<file path="src/logic/pcoc_pkg.sv">
package pcoc_pkg;

    // Output slots
    localparam int NOUT         = 28;
    localparam int OUT_HOST_LO  = 0;
    localparam int OUT_HOST_HI  = 2;
    localparam int OUT_SDRAM_LO = 3;
    localparam int OUT_DUAL_LO  = 12;
    localparam int OUT_DUAL_HI  = 15;
    localparam int OUT_PCI0     = 16;
    localparam int OUT_PCI_HI   = 20;
    localparam int OUT_PCIF     = 21;
    localparam int OUT_USB      = 22;
    localparam int OUT_SIO      = 23;
    localparam int OUT_REF_A    = 24;
    localparam int OUT_REF_B    = 25;
    localparam int OUT_REF_C    = 26;
    localparam int OUT_IRQREF   = 27;

    // Strap pins
    localparam int NSTRAP        = 7;
    localparam int STRAP_FS0     = 0;
    localparam int STRAP_FS1     = 1;
    localparam int STRAP_FS2     = 2;
    localparam int STRAP_SDSEL   = 3;
    localparam int STRAP_MODE    = 4;
    localparam int STRAP_HOSTBUF = 5;
    localparam int STRAP_SIO     = 6;

    // Dual-purpose pins in power-management role
    localparam int NDUAL          = 4;
    localparam int DUAL_HOST_STOP = 0;
    localparam int DUAL_PCI_STOP  = 1;
    localparam int DUAL_SDRAM_STOP = 2;
    localparam int DUAL_PD        = 3;

    // Clock families
    localparam int NFAM      = 6;
    localparam int FAM_HOST  = 0;
    localparam int FAM_SDRAM = 1;
    localparam int FAM_PCI   = 2;
    localparam int FAM_USB   = 3;
    localparam int FAM_SIO   = 4;
    localparam int FAM_REF   = 5;

    localparam logic [1:0] STOP_NONE  = 2'h0;
    localparam logic [1:0] STOP_HOST  = 2'h1;
    localparam logic [1:0] STOP_PCI   = 2'h2;
    localparam logic [1:0] STOP_SDRAM = 2'h3;

    // APB map
    localparam int          ADDR_W     = 12;
    localparam logic [11:0] REG_CTRL   = 12'h000;
    localparam logic [11:0] REG_OUTEN  = 12'h004;
    localparam logic [11:0] REG_TRI    = 12'h008;
    localparam logic [11:0] REG_STATUS = 12'h00C;

    localparam int CTRL_W           = 7;
    localparam int CTRL_SWSEL       = 0;
    localparam int CTRL_CODE_LO     = 1;
    localparam int CTRL_CODE_HI     = 4;
    localparam int CTRL_SPREAD_EN   = 5;
    localparam int CTRL_SPREAD_DEEP = 6;
    localparam logic [6:0]  CTRL_RST  = 7'h00;
    localparam logic [27:0] OUTEN_RST = 28'hFFFFFFF;
    localparam logic [27:0] TRI_RST   = 28'h0000000;

    // Half periods in core cycles; one core cycle stands for 0.5 ns of output time
    localparam int HALF_W = 8;
    localparam logic [7:0] HOST_HALF [16] = '{
        8'h0F, 8'h0B, 8'h0A, 8'h0A, 8'h0A, 8'h09, 8'h08, 8'h07,
        8'h0F, 8'h0D, 8'h0C, 8'h0A, 8'h0A, 8'h09, 8'h08, 8'h07};
    localparam logic [7:0] SDRAM_HALF [16] = '{
        8'h0A, 8'h0B, 8'h10, 8'h0F, 8'h0D, 8'h0D, 8'h0C, 8'h0B,
        8'h0F, 8'h0D, 8'h0C, 8'h0A, 8'h0A, 8'h09, 8'h08, 8'h07};
    localparam logic [7:0] PCI_HALF [16] = '{
        8'h1E, 8'h21, 8'h20, 8'h1E, 8'h21, 8'h1B, 8'h20, 8'h1E,
        8'h1E, 8'h21, 8'h1E, 8'h20, 8'h1E, 8'h1B, 8'h20, 8'h1E};
    localparam logic [7:0] USB48_HALF = 8'h15;
    localparam logic [7:0] SIO24_HALF = 8'h2A;
    localparam logic [7:0] REF14_HALF = 8'h46;

    // Periods between one-cycle spread steps
    localparam logic [7:0] SPREAD_STEP_SHALLOW = 8'hC8;
    localparam logic [7:0] SPREAD_STEP_DEEP    = 8'h64;

    typedef enum logic {
        PH_STRAP = 1'b0,
        PH_RUN   = 1'b1
    } pcoc_phase_t;

    function automatic int fam_of(input int i);
        if (i <= OUT_HOST_HI) return FAM_HOST;
        if (i <= OUT_DUAL_HI) return FAM_SDRAM;
        if (i <= OUT_PCIF)    return FAM_PCI;
        if (i == OUT_USB)     return FAM_USB;
        if (i == OUT_SIO)     return FAM_SIO;
        return FAM_REF;
    endfunction : fam_of

    function automatic logic [1:0] stop_of(input int i);
        if (i <= OUT_HOST_HI) return STOP_HOST;
        if (i <= OUT_DUAL_HI) return STOP_SDRAM;
        if (i <= OUT_PCI_HI)  return STOP_PCI;
        return STOP_NONE;
    endfunction : stop_of

endpackage : pcoc_pkg
</file>
<file path="src/logic/pcoc_clk_div.sv">
`timescale 1ns/100ps
module pcoc_clk_div #(
    parameter int HALF_W = 8
) (
    input  wire logic              core_clk,
    input  wire logic              nrst,
    input  wire logic [HALF_W-1:0] halfPeriod,
    input  wire logic              spreadEn,
    input  wire logic              spreadDeep,
    output logic                   clkOut
);
    logic [HALF_W-1:0] cnt_ff,  nxt_cnt;
    logic [HALF_W-1:0] half_ff, nxt_half;
    logic              lvl_ff,  nxt_lvl;
    logic [7:0]        mod_ff,  nxt_mod;
    logic              up_ff,   nxt_up;

    if (HALF_W < 3) begin : g_chk
        $error("pcoc_clk_div: HALF_W too small");
    end

    always_comb begin
        logic [7:0]        step;
        logic [HALF_W-1:0] load;
        step     = spreadDeep ? pcoc_pkg::SPREAD_STEP_DEEP : pcoc_pkg::SPREAD_STEP_SHALLOW;
        load     = halfPeriod;
        nxt_cnt  = cnt_ff - 1'b1;
        nxt_half = half_ff;
        nxt_lvl  = lvl_ff;
        nxt_mod  = mod_ff;
        nxt_up   = up_ff;
        if (cnt_ff == '0) begin
            nxt_lvl = ~lvl_ff;
            if (!lvl_ff) begin
                // smooth change
                // New rate only at a period start, so no phase is cut short
                nxt_half = halfPeriod;
                // center spread
                // Alternate lengthen and shorten so the mean stays centred
                if (spreadEn && mod_ff == '0) begin
                    load   = up_ff ? halfPeriod + 1'b1 : halfPeriod - 1'b1;
                    nxt_up = ~up_ff;
                end
                nxt_mod = (mod_ff >= step) ? 8'h00 : mod_ff + 8'h01;
                nxt_cnt = load - 1'b1;
            end else begin
                nxt_cnt = half_ff - 1'b1;
            end
        end
    end

    always_ff @(posedge core_clk) begin
        if (!nrst) begin
            cnt_ff  <= '0;
            half_ff <= '0;
            lvl_ff  <= 1'b0;
            mod_ff  <= 8'h00;
            up_ff   <= 1'b1;
        end else begin
            cnt_ff  <= nxt_cnt;
            half_ff <= nxt_half;
            lvl_ff  <= nxt_lvl;
            mod_ff  <= nxt_mod;
            up_ff   <= nxt_up;
        end
    end

    assign clkOut = lvl_ff;

endmodule : pcoc_clk_div

</file>
<file path="src/logic/pcoc_clock_output_control.sv">
// Chosen here: the register addresses and the APB register port.
`timescale 1ns/100ps
// Overview of operation
// - Sixteen host rates chosen by straps plus ratio strap, or by software code.
// - Rate changes take effect only at period boundaries, never truncating pulses.
// - Software enables or disables each clock output individually.
// - Center spread modulation, depth 0.25% or 0.5% selectable.
// - Software puts each output into drive or high-impedance.
// - Mode strap 1 makes the four dual pins extra SDRAM clocks.
// - Mode strap 0: first dual pin, low, stops host clocks.
// - Mode strap 0: second dual pin, low, stops stoppable PCI clocks.
// - Mode strap 0: third dual pin, low, stops SDRAM clocks.
// - Mode strap 0: fourth dual pin, low, powers down all outputs.
// - Three frequency straps captured at power-up select host, SDRAM, PCI rates.
// - After capture, one frequency pin drives a never-stopped PCI clock.
// - After capture, lowest frequency strap pin drives the 48MHz USB clock.
// - Ratio strap captured at power-on joins the frequency selection.
// - Super-I/O pin strap: 0 gives 14.318MHz, 1 gives 24MHz.
// - Host-buffer-level strap captured, then its pin drives a reference clock.
// - Dedicated SDRAM clocks follow the host rate for matching selections.
// - Reference outputs and interrupt-controller reference run from the crystal rate.
// - Host and PCI start/stop waits free PCI rise, then own falling edge.
// - Stopped outputs sit low.
// - An output runs only if its enable and its stop input allow.
module pcoc_clock_output_control (
    input  wire logic                          core_clk,
    input  wire logic                          nrst,
    input  wire logic [pcoc_pkg::ADDR_W-1:0]   paddr,
    input  wire logic                          psel,
    input  wire logic                          penable,
    input  wire logic                          pwrite,
    input  wire logic [31:0]                   pwdata,
    output logic      [31:0]                   prdata,
    output logic                               pready,
    output logic                               pslverr,
    input  wire logic [pcoc_pkg::NSTRAP-1:0]   strapPinIn,
    input  wire logic [pcoc_pkg::NDUAL-1:0]    dualPinIn,
    output logic      [pcoc_pkg::NOUT-1:0]     clkOut,
    output logic      [pcoc_pkg::NOUT-1:0]     clkOeN
);
    localparam int NOUT = pcoc_pkg::NOUT;
    localparam int NFAM = pcoc_pkg::NFAM;
    localparam int HW   = pcoc_pkg::HALF_W;

    if (NOUT > 32 || pcoc_pkg::CTRL_W > 32) begin : g_chk
        $error("pcoc_clock_output_control: register fields exceed bus width");
    end

    // Pin synchronisers
    logic [pcoc_pkg::NSTRAP-1:0] strapS1_ff, strapS2_ff;
    logic [pcoc_pkg::NDUAL-1:0]  dualS1_ff,  dualS2_ff;

    always_ff @(posedge core_clk) begin
        strapS1_ff <= strapPinIn;
        strapS2_ff <= strapS1_ff;
        dualS1_ff  <= dualPinIn;
        dualS2_ff  <= dualS1_ff;
    end

    // Strap capture
    pcoc_pkg::pcoc_phase_t       phase_ff, nxt_phase;
    logic [pcoc_pkg::NSTRAP-1:0] strap_ff, nxt_strap;

    always_comb begin
        // strap hold
        // Follows the pins through reset and the first edge after, then frozen
        nxt_strap = (phase_ff == pcoc_pkg::PH_STRAP) ? strapS2_ff : strap_ff;
        nxt_phase = pcoc_pkg::PH_RUN;
    end

    always_ff @(posedge core_clk) begin
        strap_ff <= nxt_strap;
        if (!nrst) begin
            phase_ff <= pcoc_pkg::PH_STRAP;
        end else begin
            phase_ff <= nxt_phase;
        end
    end

    // Power management decode
    logic run, pmMode, hostGo, pciGo, sdramGo, pdOk;
    assign run     = (phase_ff == pcoc_pkg::PH_RUN);
    assign pmMode  = run & ~strap_ff[pcoc_pkg::STRAP_MODE];
    assign hostGo  = ~pmMode | dualS2_ff[pcoc_pkg::DUAL_HOST_STOP];
    assign pciGo   = ~pmMode | dualS2_ff[pcoc_pkg::DUAL_PCI_STOP];
    assign sdramGo = ~pmMode | dualS2_ff[pcoc_pkg::DUAL_SDRAM_STOP];
    assign pdOk    = ~pmMode | dualS2_ff[pcoc_pkg::DUAL_PD];

    // Registers
    logic [pcoc_pkg::CTRL_W-1:0] ctrl_ff,  nxt_ctrl;
    logic [NOUT-1:0]             outEn_ff, nxt_outEn;
    logic [NOUT-1:0]             tri_ff,   nxt_tri;
    logic [31:0]                 rdata_ff, nxt_rdata;
    logic                        ready_ff, nxt_ready;
    logic                        err_ff,   nxt_err;
    logic                        hit;

    always_comb begin
        case (paddr)
            pcoc_pkg::REG_CTRL, pcoc_pkg::REG_OUTEN,
            pcoc_pkg::REG_TRI, pcoc_pkg::REG_STATUS: hit = 1'b1;
            default: hit = 1'b0;
        endcase
    end

    always_comb begin
        nxt_ctrl  = ctrl_ff;
        nxt_outEn = outEn_ff;
        nxt_tri   = tri_ff;
        nxt_rdata = rdata_ff;
        nxt_err   = 1'b0;
        // No wait state: answer in the first access cycle
        nxt_ready = psel & ~penable;
        if (psel && !penable) begin
            nxt_err   = ~hit;
            nxt_rdata = 32'h00000000;
            case (paddr)
                pcoc_pkg::REG_CTRL:   nxt_rdata[pcoc_pkg::CTRL_W-1:0] = ctrl_ff;
                pcoc_pkg::REG_OUTEN:  nxt_rdata[NOUT-1:0] = outEn_ff;
                pcoc_pkg::REG_TRI:    nxt_rdata[NOUT-1:0] = tri_ff;
                pcoc_pkg::REG_STATUS: nxt_rdata[12:0] = {pmMode & ~pdOk, dualS2_ff,
                                                         strap_ff, run};
                default:              nxt_rdata = 32'h00000000;
            endcase
        end
        if (psel && penable && ready_ff && pwrite) begin
            case (paddr)
                pcoc_pkg::REG_CTRL:  nxt_ctrl = pwdata[pcoc_pkg::CTRL_W-1:0];
                pcoc_pkg::REG_OUTEN: nxt_outEn = pwdata[NOUT-1:0];
                pcoc_pkg::REG_TRI:   nxt_tri = pwdata[NOUT-1:0];
                default:             nxt_tri = tri_ff;
            endcase
        end
    end

    always_ff @(posedge core_clk) begin
        if (!nrst) begin
            ctrl_ff  <= pcoc_pkg::CTRL_RST;
            outEn_ff <= pcoc_pkg::OUTEN_RST;
            tri_ff   <= pcoc_pkg::TRI_RST;
            rdata_ff <= 32'h00000000;
            ready_ff <= 1'b0;
            err_ff   <= 1'b0;
        end else begin
            ctrl_ff  <= nxt_ctrl;
            outEn_ff <= nxt_outEn;
            tri_ff   <= nxt_tri;
            rdata_ff <= nxt_rdata;
            ready_ff <= nxt_ready;
            err_ff   <= nxt_err;
        end
    end

    assign prdata  = rdata_ff;
    assign pready  = ready_ff;
    assign pslverr = err_ff;

    // Rate selection
    logic [3:0]    code;
    logic [HW-1:0] half [NFAM];
    logic          spreadOn;

    always_comb begin
        code = ctrl_ff[pcoc_pkg::CTRL_SWSEL] ?
               ctrl_ff[pcoc_pkg::CTRL_CODE_HI:pcoc_pkg::CTRL_CODE_LO] :
               {strap_ff[pcoc_pkg::STRAP_SDSEL], strap_ff[pcoc_pkg::STRAP_FS2],
                strap_ff[pcoc_pkg::STRAP_FS1], strap_ff[pcoc_pkg::STRAP_FS0]};
        half[pcoc_pkg::FAM_HOST]  = pcoc_pkg::HOST_HALF[code];
        half[pcoc_pkg::FAM_SDRAM] = pcoc_pkg::SDRAM_HALF[code];
        half[pcoc_pkg::FAM_PCI]   = pcoc_pkg::PCI_HALF[code];
        half[pcoc_pkg::FAM_USB]   = pcoc_pkg::USB48_HALF;
        half[pcoc_pkg::FAM_SIO]   = strap_ff[pcoc_pkg::STRAP_SIO] ?
                                    pcoc_pkg::SIO24_HALF : pcoc_pkg::REF14_HALF;
        half[pcoc_pkg::FAM_REF]   = pcoc_pkg::REF14_HALF;
    end
    assign spreadOn = ctrl_ff[pcoc_pkg::CTRL_SPREAD_EN];

    // Family generators; fixed rates never see spread
    logic [NFAM-1:0] fam;
    logic [NFAM-1:0] famPrev_ff;
    logic            pciRise;

    for (genvar f = 0; f < NFAM; f++) begin : g_fam
        pcoc_clk_div #(
            .HALF_W     (HW)
        ) u_div (
            .core_clk   (core_clk),
            .nrst       (nrst),
            .halfPeriod (half[f]),
            .spreadEn   (spreadOn && f <= pcoc_pkg::FAM_PCI),
            .spreadDeep (ctrl_ff[pcoc_pkg::CTRL_SPREAD_DEEP]),
            .clkOut     (fam[f])
        );
    end

    always_ff @(posedge core_clk) begin
        if (!nrst) begin
            famPrev_ff <= '0;
        end else begin
            famPrev_ff <= fam;
        end
    end
    assign pciRise = fam[pcoc_pkg::FAM_PCI] & ~famPrev_ff[pcoc_pkg::FAM_PCI];

    // Per-output gating
    for (genvar i = 0; i < NOUT; i++) begin : g_out
        localparam int         FI   = pcoc_pkg::fam_of(i);
        localparam logic [1:0] SK   = pcoc_pkg::stop_of(i);
        localparam bit         DUAL = (i >= pcoc_pkg::OUT_DUAL_LO &&
                                       i <= pcoc_pkg::OUT_DUAL_HI);
        logic gate_ff, nxt_gate;
        logic arm_ff,  nxt_arm;
        logic out_ff,  nxt_out;
        logic oe_ff,   nxt_oe;
        logic want, fall;

        always_comb begin
            case (SK)
                pcoc_pkg::STOP_HOST:  want = hostGo;
                pcoc_pkg::STOP_PCI:   want = pciGo;
                pcoc_pkg::STOP_SDRAM: want = sdramGo;
                default:              want = 1'b1;
            endcase
            want     = want & outEn_ff[i] & pdOk & run & ~(DUAL & pmMode);
            fall     = ~fam[FI] & famPrev_ff[FI];
            nxt_gate = gate_ff;
            nxt_arm  = arm_ff;
            if (want == gate_ff) begin
                nxt_arm = 1'b0;
            end else if (SK == pcoc_pkg::STOP_HOST || SK == pcoc_pkg::STOP_PCI) begin
                if (arm_ff && fall) begin
                    nxt_gate = want;
                    nxt_arm  = 1'b0;
                end else if (pciRise) begin
                    nxt_arm = 1'b1;
                end
            end else if (fall) begin
                nxt_gate = want;
            end
            nxt_out = fam[FI] & gate_ff;
            // shared pins drive
            // A dual pin is an input in power-management mode, so never driven then
            nxt_oe  = ~run | tri_ff[i] | (DUAL & pmMode);
        end

        always_ff @(posedge core_clk) begin
            if (!nrst) begin
                gate_ff <= 1'b0;
                arm_ff  <= 1'b0;
                out_ff  <= 1'b0;
                oe_ff   <= 1'b1;
            end else begin
                gate_ff <= nxt_gate;
                arm_ff  <= nxt_arm;
                out_ff  <= nxt_out;
                oe_ff   <= nxt_oe;
            end
        end

        assign clkOut[i] = out_ff;
        assign clkOeN[i] = oe_ff;
    end

endmodule : pcoc_clock_output_control

</file>
<file path="config.mk">
export PLATFORM = sky130hd
export DESIGN_NAME = pcoc_clock_output_control
export DESIGN_NICKNAME = d
export VERILOG_FILES = /design/src/logic/pcoc_pkg.sv /design/src/logic/pcoc_clk_div.sv /design/src/logic/pcoc_clock_output_control.sv
export SDC_FILE = /design/constraint.sdc
export NUM_CORES = 1
export LEC_CHECK = 0
export CORE_MARGIN = 2
export CORE_UTILIZATION = 40
export DETAILED_ROUTE_END_ITERATION = 6
export DONT_BUFFER_PORTS = 1
export GPL_ROUTABILITY_DRIVEN = 0
export HOLD_SLACK_MARGIN = 0.08
export SLEW_MARGIN = 5
export SYNTH_ARGS = -nofsm -noshare
export SYNTH_HDL_FRONTEND = slang
export SYNTH_SLANG_ARGS = --single-unit
</file>
<file path="constraint.sdc">
create_clock -name core_clk -period 4.35 [get_ports core_clk]
set_input_delay 0.87 -clock core_clk [delete_from_list [all_inputs] [get_ports core_clk]]
set_output_delay 0.87 -clock core_clk [all_outputs]
set_load 0.03 [all_outputs]
</file>
==> results.yml <==
placed_design:
  dp_hpwl_um: 22600
  portBuffers: 0
  dpl.cell_count: 1936
  dp_slack_ps: 436
  dpl_cell_area_um2: 14000
critical_path:
  crit_path_end_kind: "flip-flop"
  required_ps: 4780
  r2r-start: "ctrl_ff[0]"
  rr_endpoint: "g_fam[2].u_div.cnt_ff[7]"
  critical_path_peak_fanout: 7
  reg2regPathDepth: 14
  startpoint_type: "flip-flop"
  r2r_slack_ps: 350
  worstPathArrival_ps: 4420
  crit_type: "reg -> reg"
route:
  drt_wl_total_um: 32900
  vias_per_cell: 5.23
  drc_errors: 0
  first_iter_violations: 562
  drtPass1Iterations: 5
  ant_nets: 0
  drt-wirelength-per-cell_um: 16.5
  vias: 10453
grt:
  met1_usage_pct: 22.8
  grt_use_met2_pct: 30.9
  grt_pass1_wl_um: 54200
  grt_use_met3_pct: 4.96
  grt_max_degree: 86
  grt_overflow: 0
  top_usage_layer: "met2"
  grt_pass1_vias: 10447
  grt_usage_pct: 18.3
  antenna_found_initial: 0
min_path:
  whs_endpoint: "strapS2_ff[5]"
  whs_path_depth: 0
  worstHoldStart: "strapS1_ff[5]"
  hold_path.class: "reg -> reg"
floorplan:
  ios: 150
  coreArea_um2: 34500
  start_util_pct: 40.6
  die-area_um2: 36600
  die_w_um: 191
  die_height_um: 191
  rows: 68
timing:
  fin_crit_sh_pct: 91.9
  finalHoldViolCount: 0
  tightest_slew_ps: 1160
  setup_ws_ps: 354
  rsz0062_at_grt: "no"
  finClkSkew_ps: 17.3
  min_period_ps: 4000
  hold_ws_ps: 325
  max-slew-margin-rel_pct: 22.2
  finalSetupViolCount: 0
  tns_ps: 0
  fmax_ghz: 0.250
  finalMaxSlewViolations: 0
pwr:
  leakage_nw: 6.04
  powerDensity_nw_per_um2: 561
  irDropWorstVdd_uv: 336
  p_total_mw: 8.49
cells_and_area:
  drive_gt1_share_pct: 9.27
  multiInputGateArea_um2: 6650
  area_growth_pct: 7.85
  fin_cells: 1997
  fin_nets: 1626
  antenna_cells: 0
  seq_area_um2: 6480
  stdcell_area_um2: 15100
  nFillCells: 3452
  fin_util_pct: 43.8
clock_tree:
  cts.sinks: 320
  cts_tree: "done"
  cts_buffer_depth: 3
  root_buffer: "clkbuf_16"
  cts_setup_buffers: 0
  htreeDepth: 2
  numCtsBuffers: 35
  clk_pin_slew_ps: 60
  clkLatencyLatePin_ps: 510
logic_synthesis:
  synth_cell_types: 79
  syn-cell-area_um2: 14000
  synth_common_cells: "dfxtp_1, nand2_1, nor2_1"
  syn_area_per_cell_um2: 8.78
  synth.most_common_cell: "dfxtp_1"
  synthTopCellsByArea: "dfxtp_1, nand2_1, a21oi_1"
  yosysTopAreaCell: "dfxtp_1"
  yosys_most_used_dff: "dfxtp_1"
  seq_area_frac_synth_pct: 46.2
  async_flop_share_pct: 0
  synth_warnings: 0
  synth_edf_count: 7
  syn_inst: 1596
  synth_top_area_share_pct: 44.7
  synth-seq-cells: 320
run:
  max-cap-violations: 0
run_status:
  status: "complete, no violations"
[worst max-delay path, cell delays in order, from the launching register on]
cell,delay [ps]
dfxtp_1,500
mux2i_4,380
ha_1,210
inv_1,40
a211o_1,320
a31oi_1,430
inv_1,140
ha_1,400
nor4b_1,300
nor3_1,90
a211oi_1,350
a311oi_2,110
nor3b_2,240
a31o_2,260
a21oi_1,130
[worst max-delay path by stage]
| stage | from | to | slack [ps] | cells after the start |
|---|---|---|---|---|
| floorplan | ctrl_ff[0] | g_fam[2].u_div.cnt_ff[7] | 960 | 16 |
| finish | ctrl_ff[0] | g_fam[2].u_div.cnt_ff[7] | 350 | 14 |
| detailed placement | ctrl_ff[0] | g_fam[2].u_div.cnt_ff[7] | 440 | 15 |
| CTS | ctrl_ff[0] | g_fam[2].u_div.cnt_ff[7] | 380 | 15 |
| global placement | ctrl_ff[0] | g_fam[2].u_div.cnt_ff[7] | 510 | 14 |
| global route | ctrl_ff[0] | g_fam[2].u_div.cnt_ff[7] | 10 | 14 |
[cell type report]
cell class | instances | share of cell area (%)
Timing Repair Buffer | 16 | 0.877
Clock inverter | 13 | 0.637
Sequential cell | 320 | 42.8
Inverter | 47 | 1.18
Tap cell | 455 | 3.77
Clock buffer | 48 | 6.73
Multi-Input combinational cell | 1098 | 44.0
[per-layer routing]
layer | vias up | wire length (um)
met3 | 44 | 2290
met4 | 0 | 685
met1 | 4921 | 14400
met2 | 232 | 15500
li1 | 5256 | -
met5 | - | 0
[sequential cells by signal, summed over array words and instances, names as in the netlist]
signal               flops
g_fam.u_div.half_ff     18
outEn_ff                28
strapS1_ff               7
prdata                  28
g_fam.u_div.cnt_ff      48
phase_ff                 1
dualS1_ff                4
dualS2_ff                4
tri_ff                  28
strap_ff                 7
g_out.arm_ff             8
strapS2_ff               7
pready                   1
famPrev_ff               6
ctrl_ff                  7
g_out.gate_ff           28
pslverr                  1
g_fam.u_div.mod_ff      24
g_out.oe_ff             28
g_out.out_ff            28
g_fam.u_div.clkOut       6
g_fam.u_div.up_ff        3
[cell usage in the layout (no fill, tap or decap), types with 11 or more instances in the layout]
| cell type | instances |
|---|---|
| o21ai_0 | 19 |
| nor2b_1 | 14 |
| dfxtp_1 | 313 |
| mux2i_1 | 16 |
| and2_1 | 18 |
| nor4_1 | 12 |
| a22oi_1 | 34 |
| nor3_1 | 50 |
| buf_4 | 15 |
| xnor2_1 | 31 |
| or2_2 | 31 |
| clkbuf_16 | 37 |
| nor2_1 | 159 |
| nand2_1 | 220 |
| xor2_1 | 31 |
| a21oi_1 | 131 |
| ha_1 | 45 |
| a211oi_1 | 11 |
| and3_1 | 45 |
| nand3_1 | 58 |
| a31oi_1 | 15 |
| nand4_1 | 24 |
| inv_1 | 43 |
| nand2b_1 | 13 |
[timing repair]
action                                 in CTS  in global routing
resized for setup                           0                  1
hold buffers                                0                  0
endpoints found under the hold margin       0                  0
setup endpoints to repair                   0                  1
[logic make-up after synthesis]
| logic type | after synthesis | share of synthesized area, % |
|---|---|---|
| other cells | 1 | 0.0268 |
| flops | 320 | 46.2 |
| mux | 36 | 3.60 |
| fa+ha+maj | 52 | 4.73 |
| compound gates | 267 | 12.1 |
| xor+xnor | 62 | 3.87 |
| simple gates | 677 | 22.9 |
| buf+inv | 181 | 6.52 |
[power breakdown]
group	internal, mW	total (mW)	leakage (nW)	switching [mW]
Sequential	3.31	3.63	2.62	0.329
Clock	1.70	2.86	0.540	1.17
Combinational	0.844	1.99	2.88	1.15
Total	5.84	8.49	6.04	2.64
Power figures use the tool's default switching activity.
